File: src/core/vvcfg_defines.svh
// Register offsets, field positions, reset values and scale figures
// for the VBUS, VCONN and pin configuration register group.
// Assumes an 8-bit register address and 8-bit register data.
`ifndef VVCFG_DEFINES_SVH
`define VVCFG_DEFINES_SVH

// ==========================================================
// Register offsets
`define VVCFG_STOP_DISCH_LO_ADDR  8'h74
`define VVCFG_STOP_DISCH_HI_ADDR  8'h75
`define VVCFG_ALARM_HI_LO_ADDR    8'h76
`define VVCFG_ALARM_HI_HI_ADDR    8'h77
`define VVCFG_ALARM_LO_LO_ADDR    8'h78
`define VVCFG_ALARM_LO_HI_ADDR    8'h79
`define VVCFG_VCONN_LIMIT_ADDR    8'hA0
`define VVCFG_SOFT_RESET_ADDR     8'hA2
`define VVCFG_PIN1_CFG_ADDR       8'hA4
`define VVCFG_PIN2_CFG_ADDR       8'hA5
`define VVCFG_PIN_STATUS_ADDR     8'hA6

// ==========================================================
// Reset values
`define VVCFG_STOP_DISCH_LO_RST   8'h1C
`define VVCFG_ZERO_RST            8'h00
`define VVCFG_VCONN_LIMIT_RST     4'hF

// ==========================================================
// Field positions and widths
`define VVCFG_HI_BYTE_BITS        2
`define VVCFG_RANGE_BIT           3
`define VVCFG_LEVEL_MSB           2
`define VVCFG_PD_RESET_BIT        1
`define VVCFG_ALL_RESET_BIT       0
`define VVCFG_OUT_VALUE_BIT       2
`define VVCFG_IN_ENABLE_BIT       1
`define VVCFG_OUT_ENABLE_BIT      0

// ==========================================================
// Scales: one threshold step in mV, range maxima in mA, level steps per range
`define VVCFG_VBUS_STEP_MV        50
`define VVCFG_LOW_RANGE_MAX_MA    10'h050
`define VVCFG_HIGH_RANGE_MAX_MA   10'h320
`define VVCFG_LEVEL_STEPS         8

`endif

File: src/core/vvcfg_pkg.sv
// Types shared by the VBUS, VCONN and pin configuration registers.
// Assumes the constants of vvcfg_defines.svh are included alongside.
package vvcfg_pkg;

  // ==========================================================
  // Configuration of one general-purpose pin
  typedef struct packed {
    logic out_value;
    logic in_enable;
    logic out_enable;
  } vvcfg_pin_cfg_t;

  // ==========================================================
  // Outcome of the VBUS comparisons
  typedef struct packed {
    logic above_high_alarm;
    logic below_low_alarm;
    logic below_stop_discharge;
  } vvcfg_vbus_flags_t;

  // ==========================================================
  // Drive of a two-way pin
  typedef struct packed {
    logic value;
    logic enable;
  } vvcfg_pin_drive_t;

endpackage : vvcfg_pkg

File: src/core/vvcfg_regs.sv
// VBUS threshold, VCONN current limit, soft reset and pin configuration
// registers with the logic that uses them.
// Assumes the device's serial engine turns host accesses into one-cycle
// read and write strobes on the clock, and that the VBUS ADC result and
// the VCONN enable come from logic on the same clock.
`timescale 1ns/1ps
`include "vvcfg_defines.svh"

module vvcfg_regs #(
  parameter int VBUS_BITS = 10
) (
  input  wire logic                       clock,
  input  wire logic                       rst_n,
  // Register access from the serial engine
  input  wire logic [7:0]                 reg_addr,
  input  wire logic [7:0]                 reg_wdata,
  input  wire logic                       reg_wr,
  input  wire logic                       reg_rd,
  output logic      [7:0]                 reg_rdata,
  output logic                            reg_rvalid,
  // VBUS monitor
  input  wire logic [VBUS_BITS-1:0]       vbus_measure,
  output vvcfg_pkg::vvcfg_vbus_flags_t    vbus_flags,
  output logic      [VBUS_BITS-1:0]       vbus_upper_threshold,
  output logic      [VBUS_BITS-1:0]       vbus_lower_threshold,
  output logic      [VBUS_BITS-1:0]       vbus_stop_threshold,
  // VCONN over-current
  input  wire logic                       vconn_switch_enable,
  output logic                            vconn_limit_active,
  output logic      [9:0]                 vconn_limit_ma,
  // Soft resets
  output logic                            pd_logic_reset,
  // Fast role swap control of pin 2
  input  wire logic                       role_swap_pin_function,
  input  wire logic                       swap_out_value,
  input  wire logic                       swap_out_enable,
  output logic                            pin2_level_sync,
  // General-purpose pins
  input  wire logic                       pin1_in,
  output logic                            pin1_out,
  output logic                            pin1_oe,
  input  wire logic                       pin2_in,
  output logic                            pin2_out,
  output logic                            pin2_oe
);

  // ==========================================================
  // Helper functions

  // Join a threshold pair into one value
  function automatic logic [VBUS_BITS-1:0] join_pair(input logic [7:0] lo,
                                                     input logic [1:0] hi);
    join_pair = {hi, lo};
  endfunction

  // Drop bit 0 so that comparisons run on 100 mV granularity
  function automatic logic [VBUS_BITS-2:0] drop_lsb(input logic [VBUS_BITS-1:0] v);
    drop_lsb = v[VBUS_BITS-1:1];
  endfunction

  // ==========================================================
  // Register storage
  logic [7:0] stop_lo_q;
  logic [1:0] stop_hi_q;
  logic [7:0] alarm_hi_lo_q;
  logic [1:0] alarm_hi_hi_q;
  logic [7:0] alarm_lo_lo_q;
  logic [1:0] alarm_lo_hi_q;
  logic [3:0] vconn_limit_q;
  logic [1:0] soft_reset_q;
  vvcfg_pkg::vvcfg_pin_cfg_t pin1_cfg_q;
  vvcfg_pkg::vvcfg_pin_cfg_t pin2_cfg_q;
  logic [1:0] pin_status_q;

  // ==========================================================
  // Address decode
  wire wr_stop_lo     = reg_wr && (reg_addr == `VVCFG_STOP_DISCH_LO_ADDR);
  wire wr_stop_hi     = reg_wr && (reg_addr == `VVCFG_STOP_DISCH_HI_ADDR);
  wire wr_alarm_hi_lo = reg_wr && (reg_addr == `VVCFG_ALARM_HI_LO_ADDR);
  wire wr_alarm_hi_hi = reg_wr && (reg_addr == `VVCFG_ALARM_HI_HI_ADDR);
  wire wr_alarm_lo_lo = reg_wr && (reg_addr == `VVCFG_ALARM_LO_LO_ADDR);
  wire wr_alarm_lo_hi = reg_wr && (reg_addr == `VVCFG_ALARM_LO_HI_ADDR);
  wire wr_vconn       = reg_wr && (reg_addr == `VVCFG_VCONN_LIMIT_ADDR);
  wire wr_soft_reset  = reg_wr && (reg_addr == `VVCFG_SOFT_RESET_ADDR);
  wire wr_pin1        = reg_wr && (reg_addr == `VVCFG_PIN1_CFG_ADDR);
  wire wr_pin2        = reg_wr && (reg_addr == `VVCFG_PIN2_CFG_ADDR);

  // A pending all-register request wipes every writable register one cycle later
  wire all_reset_req  = soft_reset_q[`VVCFG_ALL_RESET_BIT];

  // ==========================================================
  // Threshold registers
  // Stop pair reset
  always_ff @(posedge clock or negedge rst_n) begin
    if (!rst_n) begin
      stop_lo_q     <= `VVCFG_STOP_DISCH_LO_RST;
      stop_hi_q     <= 2'h0;
      alarm_hi_lo_q <= `VVCFG_ZERO_RST;
      alarm_hi_hi_q <= 2'h0;
      alarm_lo_lo_q <= `VVCFG_ZERO_RST;
      alarm_lo_hi_q <= 2'h0;
    end else if (all_reset_req) begin
      stop_lo_q     <= `VVCFG_STOP_DISCH_LO_RST;
      stop_hi_q     <= 2'h0;
      alarm_hi_lo_q <= `VVCFG_ZERO_RST;
      alarm_hi_hi_q <= 2'h0;
      alarm_lo_lo_q <= `VVCFG_ZERO_RST;
      alarm_lo_hi_q <= 2'h0;
    end else begin
      if (wr_stop_lo)     stop_lo_q     <= reg_wdata;
      if (wr_stop_hi)     stop_hi_q     <= reg_wdata[`VVCFG_HI_BYTE_BITS-1:0];
      if (wr_alarm_hi_lo) alarm_hi_lo_q <= reg_wdata;
      if (wr_alarm_hi_hi) alarm_hi_hi_q <= reg_wdata[`VVCFG_HI_BYTE_BITS-1:0];
      if (wr_alarm_lo_lo) alarm_lo_lo_q <= reg_wdata;
      if (wr_alarm_lo_hi) alarm_lo_hi_q <= reg_wdata[`VVCFG_HI_BYTE_BITS-1:0];
    end
  end

  // ==========================================================
  // VCONN limit and pin configuration registers
  // Level resets to full range
  always_ff @(posedge clock or negedge rst_n) begin
    if (!rst_n) begin
      vconn_limit_q <= `VVCFG_VCONN_LIMIT_RST;
      pin1_cfg_q    <= '0;
      pin2_cfg_q    <= '0;
    end else if (all_reset_req) begin
      vconn_limit_q <= `VVCFG_VCONN_LIMIT_RST;
      pin1_cfg_q    <= '0;
      pin2_cfg_q    <= '0;
    end else begin
      if (wr_vconn) vconn_limit_q <= reg_wdata[3:0];
      if (wr_pin1)  pin1_cfg_q    <= reg_wdata[2:0];
      if (wr_pin2)  pin2_cfg_q    <= reg_wdata[2:0];
    end
  end

  // ==========================================================
  // Soft reset requests
  // One starts PD reset
  // Bits clear themselves
  // Writing zero leaves nothing pending; a request lives one cycle only.
  always_ff @(posedge clock or negedge rst_n) begin
    if (!rst_n) begin
      soft_reset_q <= 2'h0;
    end else if (wr_soft_reset && !all_reset_req) begin
      soft_reset_q <= reg_wdata[1:0];
    end else begin
      soft_reset_q <= 2'h0;
    end
  end

  assign pd_logic_reset = soft_reset_q[`VVCFG_PD_RESET_BIT];

  // ==========================================================
  // VBUS comparisons
  // Compare against thresholds
  assign vbus_upper_threshold = join_pair(alarm_hi_lo_q, alarm_hi_hi_q);
  assign vbus_lower_threshold = join_pair(alarm_lo_lo_q, alarm_lo_hi_q);
  assign vbus_stop_threshold  = join_pair(stop_lo_q, stop_hi_q);

  wire above_hi = drop_lsb(vbus_measure) > drop_lsb(vbus_upper_threshold);
  wire below_lo = drop_lsb(vbus_measure) < drop_lsb(vbus_lower_threshold);
  wire below_sd = drop_lsb(vbus_measure) < drop_lsb(vbus_stop_threshold);

  // Registered so the flags are glitch free toward the alarm logic
  always_ff @(posedge clock or negedge rst_n) begin
    if (!rst_n) begin
      vbus_flags <= '0;
    end else begin
      vbus_flags <= '{above_high_alarm: above_hi,
                      below_low_alarm: below_lo,
                      below_stop_discharge: below_sd};
    end
  end

  // ==========================================================
  // VCONN current limit in mA
  // Range selects maximum
  wire [9:0] range_max_ma = vconn_limit_q[`VVCFG_RANGE_BIT] ?
                            `VVCFG_HIGH_RANGE_MAX_MA : `VVCFG_LOW_RANGE_MAX_MA;
  wire [9:0] step_ma      = range_max_ma / 10'(`VVCFG_LEVEL_STEPS);
  wire [3:0] level_count  = {1'b0, vconn_limit_q[`VVCFG_LEVEL_MSB:0]} + 4'h1;
  wire [13:0] limit_prod  = step_ma * level_count;

  always_ff @(posedge clock or negedge rst_n) begin
    if (!rst_n) begin
      vconn_limit_active <= 1'b0;
      vconn_limit_ma     <= 10'h000;
    end else begin
      vconn_limit_active <= vconn_switch_enable;
      vconn_limit_ma     <= vconn_switch_enable ? limit_prod[9:0] : 10'h000;
    end
  end

  // ==========================================================
  // Pin input synchronisers; the first stage feeds only the second
  logic [1:0] pin1_meta_q;
  logic [1:0] pin1_sync_q;
  logic       pin2_sync_q;

  always_ff @(posedge clock or negedge rst_n) begin
    if (!rst_n) begin
      pin1_meta_q <= 2'h0;
      pin1_sync_q <= 2'h0;
    end else begin
      pin1_meta_q <= {pin2_in, pin1_in};
      pin1_sync_q <= pin1_meta_q;
    end
  end

  // Pin 2 shares the two-stage vector above; this alias names its output.
  // The swap logic sees the level even while the input buffer is off.
  assign pin2_sync_q     = pin1_sync_q[1];
  assign pin2_level_sync = pin2_sync_q;

  // ==========================================================
  // Pin drive
  // Swap function takes pin 2
  wire generic_pin2 = !role_swap_pin_function;

  assign pin1_oe  = pin1_cfg_q.out_enable;
  assign pin1_out = pin1_cfg_q.out_value;
  assign pin2_oe  = generic_pin2 ? pin2_cfg_q.out_enable : swap_out_enable;
  assign pin2_out = generic_pin2 ? pin2_cfg_q.out_value : swap_out_value;

  // ==========================================================
  // Pin status
  // Input buffer enable gates level
  // Bit 0 pin 1, bit 1 pin 2
  wire pin1_seen = pin1_cfg_q.in_enable && pin1_sync_q[0];
  wire pin2_seen = generic_pin2 && pin2_cfg_q.in_enable && pin2_sync_q;

  always_ff @(posedge clock or negedge rst_n) begin
    if (!rst_n) begin
      pin_status_q <= 2'h0;
    end else begin
      pin_status_q <= {pin2_seen, pin1_seen};
    end
  end

  // ==========================================================
  // Read mux; unmapped offsets read zero
  // Upper bits read zero
  logic [7:0] rd_mux;
  always_comb begin
    unique case (reg_addr)
      `VVCFG_STOP_DISCH_LO_ADDR: rd_mux = stop_lo_q;
      `VVCFG_STOP_DISCH_HI_ADDR: rd_mux = {6'h00, stop_hi_q};
      `VVCFG_ALARM_HI_LO_ADDR:   rd_mux = alarm_hi_lo_q;
      `VVCFG_ALARM_HI_HI_ADDR:   rd_mux = {6'h00, alarm_hi_hi_q};
      `VVCFG_ALARM_LO_LO_ADDR:   rd_mux = alarm_lo_lo_q;
      `VVCFG_ALARM_LO_HI_ADDR:   rd_mux = {6'h00, alarm_lo_hi_q};
      `VVCFG_VCONN_LIMIT_ADDR:   rd_mux = {4'h0, vconn_limit_q};
      `VVCFG_SOFT_RESET_ADDR:    rd_mux = {6'h00, soft_reset_q};
      `VVCFG_PIN1_CFG_ADDR:      rd_mux = {5'h00, pin1_cfg_q};
      `VVCFG_PIN2_CFG_ADDR:      rd_mux = {5'h00, pin2_cfg_q};
      `VVCFG_PIN_STATUS_ADDR:    rd_mux = {6'h00, pin_status_q};
      default:                   rd_mux = 8'h00;
    endcase
  end

  // Read data registered one cycle after the strobe
  // Data holds between reads, so a slow host may pick it up late
  always_ff @(posedge clock or negedge rst_n) begin
    if (!rst_n) begin
      reg_rdata  <= 8'h00;
      reg_rvalid <= 1'b0;
    end else begin
      reg_rvalid <= reg_rd;
      if (reg_rd) reg_rdata <= rd_mux;
    end
  end

endmodule // vvcfg_regs

File: config.mk
export PLATFORM = sky130hd
export DESIGN_NAME = vvcfg_regs
export DESIGN_NICKNAME = d
export VERILOG_FILES = /design/src/core/vvcfg_pkg.sv /design/src/core/vvcfg_regs.sv
export VERILOG_INCLUDE_DIRS = /design/src /design/src/core
export SDC_FILE = /design/constraint.sdc
export NUM_CORES = 1
export LEC_CHECK = 0
export BUFFER_PORTS_ARGS = -buffer_cell sky130_fd_sc_hd__buf_2
export CAP_MARGIN = 20
export CORE_ASPECT_RATIO = 0.9
export CORE_MARGIN = 2
export CORE_UTILIZATION = 50
export DETAILED_ROUTE_END_ITERATION = 8
export HOLD_SLACK_MARGIN = 0.08
export PLACE_DENSITY_LB_ADDON = 0.15
export SLEW_MARGIN = 25
export SYNTH_ARGS = -nofsm -noshare
export SYNTH_HDL_FRONTEND = slang
export SYNTH_SLANG_ARGS = --single-unit
File: constraint.sdc
create_clock -name clock -period 2.8 [get_ports clock]
set_input_delay 0.56 -clock clock [delete_from_list [all_inputs] [get_ports clock]]
set_output_delay 0.56 -clock clock [all_outputs]
set_load 0.005 [all_outputs]
==> impl_results.md <==
- Routed vias: roughly 3500
- Multi-input logic area: approximately 2400 um^2
- Gpl congestion: 0.904
- Primary FF master, synth: dfrtp_1
- Fillers: about 740
- Detailed Routing Iterations Pass 1: 4
- Non-Filler Instances: approximately 650
- Final period utilization: between 90 and 100%
- Row count: 32
- Initial core utilization: roughly half
- Critical path data required time: approximately 3.1 ns
- Asr flop ratio synth: 100%
- Internal power: roughly 2.0 mW
- Reg2reg path depth: 11
- Top-count cell post-synth: dfrtp_1
- HP Class: input pin to flop
- Final net count: just over 600
- Clock share of power: between 30% and 40%
- Largest cells by area after synthesis: dfrtp_1, ha_1, mux2i_1
- Clock root cell: clkbuf_8
- CTS Hold Bufs: 0
- Max_cap viols: 0
- R2r setup slk: 0.03 ns
- WS Path Type: flop to flop
- PortBufs: 92
- RSZ-0062 raised after global routing: true
- Power share of the sequential group: 42.7%
- Share of post-route cells with drive strength above 1: between 20% and 30%
- Ys Warns: 0
- Adder-cell share of the synthesized area: between 10% and 20%
- Antenna violations before repair: 0
- Clock transition at the registers of the reported paths: ~0.080 ns
- I/O Pins: 95
- Core area: 8450 um^2
- Post-synthesis simple-gate area fraction: between 10% and 20%
- Routed len/inst: ~16 um
- Startpoint types: flop
- Initial DRC count: 140
- Clock Tree Buf Depth: 2
- Outcome: complete, no violations
- N_diodes: 0
- Final min period: 2.77 ns
- Multiplexer area fraction after synthesis: between 10% and 20%
- Critical Path Start: vconn_limit_q[0]
- Clk_lat worst skew: about 0.36 ns
- Avg Inst Size Synth: about 10 um^2
- Post-synth top cells: dfrtp_1, nor2_1, ha_1, mux2i_1, inv_1
- Vias in the first global route: 3483
- Post-route antenna net violation count: 0
- Synth top area share: 36.7%
- Power Density: 500 nW/um^2
- End of the worst register-to-register path: vconn_limit_ma[9]
- Die height: 92.0 um
- GRT Util Overall: about a quarter
- Cells after synthesis: about 430
- Area growth from synthesis to layout: 23.1%
- Setup crit end: vconn_limit_ma[9]
- TritonCTS clock tree: done
- Combinational share of power: between 10% and 20%
- Leak: around 2.7 nW
- FF/Latch Area: around 1800 um^2
- Sw Ratio: 26.3%
- Synth Cell Area: about 4300 um^2
- Overflow after GRT: 0
- Yosys top cell by area: dfrtp_1
- DP HPWL: 7.68 mm
- Clock Skew: roughly 0.0094 ns
- WL final: roughly 11 mm
- Seq/Total Area, Yosys: approximately 41%
- Placed Cells: approximately 630
- Setup violations, final: 0
- Crit path DAT: 3.03 ns
- Largest net degree at the start of global routing: 71
- Largest family of logic cells by synthesized area: simple AND/OR/NAND/NOR gates
- Synth cell types: just over 60
- Reg-to-Reg Start: vconn_limit_q[0]
- H-tree levels: 3
- CP endpoint kind: flop
- #FFs+latches synth: 70
- Vias/cell: 5.45
- Num CTS Buffers: 9
- Crit path max fanout: 3
- DRC: 0
- Hold Violations, Final: 0
- Final Max Slew Viols: 0
- Net Sw Power: approximately 700 uW
- Setup TNS: 0 ns
- Die X: 102 um
- Number of flops mapped to enable cells by yosys: 0
- Peak VDD IR: between 300 and 400 uV
- Highest clock rate: about 360 MHz
- Least-Margin Pin Slew: approximately 0.89 ns
- First-pass GRT wire length: about 17 mm
- Die ar.: slightly above 9000 um^2
- Clock sink total: 70
- Compound-Gate Fraction of Synth Area: 10.4%
- XOR/XNOR Fraction of Synth Area: less than 1%
- Slew headroom: between 40% and 50%
==> through the flow <==
step	hold slack (ns)	instance area (um^2)	total power [mW]	setup slack [ns]	utilization, %
floorplan	0.264	4330	1.39	0.0145	-
finish	0.303	5290	2.65	0.0253	62.7
detailed placement	0.338	4930	1.58	-0.119	58.4
global route	0.294	5290	2.78	-0.103	62.7
CTS	0.295	5230	2.65	0.0129	61.8
global placement	0.335	4930	1.57	-0.0666	58.4
==> sequential cells by signal (all words and copies together) (netlist names), 2 cells and up <==
name / flops
vconn_limit_ma: 9
alarm_hi_lo_q: 8
alarm_lo_lo_q: 8
reg_rdata: 8
stop_lo_q: 8
vconn_limit_q: 4
pin2_cfg_q: 3
vbus_flags: 3
alarm_hi_hi_q: 2
alarm_lo_hi_q: 2
pin1_meta_q: 2
pin1_sync_q: 2
pin_status_q: 2
soft_reset_q: 2
stop_hi_q: 2
==> repair_timing <==
action,4_1_cts,5_1_grt
setup endpoints to repair,3,4
gates cloned,0,0
buffers inserted,0,2
gates resized for setup,7,11
pin swaps,2,5
==> critical path, cell delays in order (launching register included) <==
cell and delay (ns):
dfstp_2 0.57, ha_4 0.17, xor2_2 0.16, nor2b_4 0.19
ha_4 0.21, fa_1 0.47, ha_4 0.24, a21o_1 0.18
a21oi_2 0.13, nand2b_4 0.15, nand4_1 0.10, o311ai_2 0.11
==> worst min path at each step <==
stage / from / endpoint / slack (ns) / cells after the start
floorplan: rst_n / alarm_hi_hi_q[0] / 0.26 / 0
global placement: pin1_meta_q[0] / pin1_sync_q[0] / 0.34 / 0
detailed placement: pin1_meta_q[0] / pin1_sync_q[0] / 0.34 / 0
CTS: pin1_in / pin1_meta_q[0] / 0.30 / 1
global route: pin2_in / pin1_meta_q[1] / 0.29 / 1
finish: pin1_in / pin1_meta_q[0] / 0.30 / 1
==> cell type report <==
class                           count  share of cell area [%]
Inverter                           36                    2.55
Timing Repair Buffer              109                    11.2
Clock inverter                      5                    1.99
Clock buffer                       11                    2.86
Multi-Input combinational cell    301                    45.4
Tap cell                          119                    2.81
Sequential cell                    70                    33.3
==> power groups by stage <==
stage / clock, mW / combinational (mW) / sequential (mW)
after global routing: 1.11 / 0.530 / 1.14
after global placement: 0 / 0.426 / 1.15
after CTS: 1.07 / 0.457 / 1.13
after floorplan: 0 / 0.243 / 1.14
final: 1.05 / 0.469 / 1.13
after detailed placement: 0 / 0.437 / 1.15
==> logic make-up (layout without fill, tap and decap cells) <==
group / count (synthesis) / after routing
buffers and inverters: 58 / 161
other: 1 / 4
flip-flops: 70 / 70
XOR/XNOR: 4 / 4
AO/OA/AOI/OAI: 65 / 65
multiplexers: 44 / 44
AND/OR/NAND/NOR: 141 / 141
adder cells (fa/ha/maj): 43 / 43
==> layout by cell type (no fill, tap or decap), drive strengths merged, types with 11 or more instances in the layout <==
cell,n
buf,109
nand2b,11
nand2,22
a21oi,18
inv,36
dfrtp,63
nor2,52
mux2i,39
o21ai,11
ha,40
clkbuf,11
==> per-layer routing <==
metal | global-route usage [%] | routed length (um)
met1 | 32.9 | 4880
met2 | 36.1 | 4840
met3 | 7.32 | 815
met4 | 7.09 | 167
met5 | 0 | 0
(Power assumes the default switching activity.)
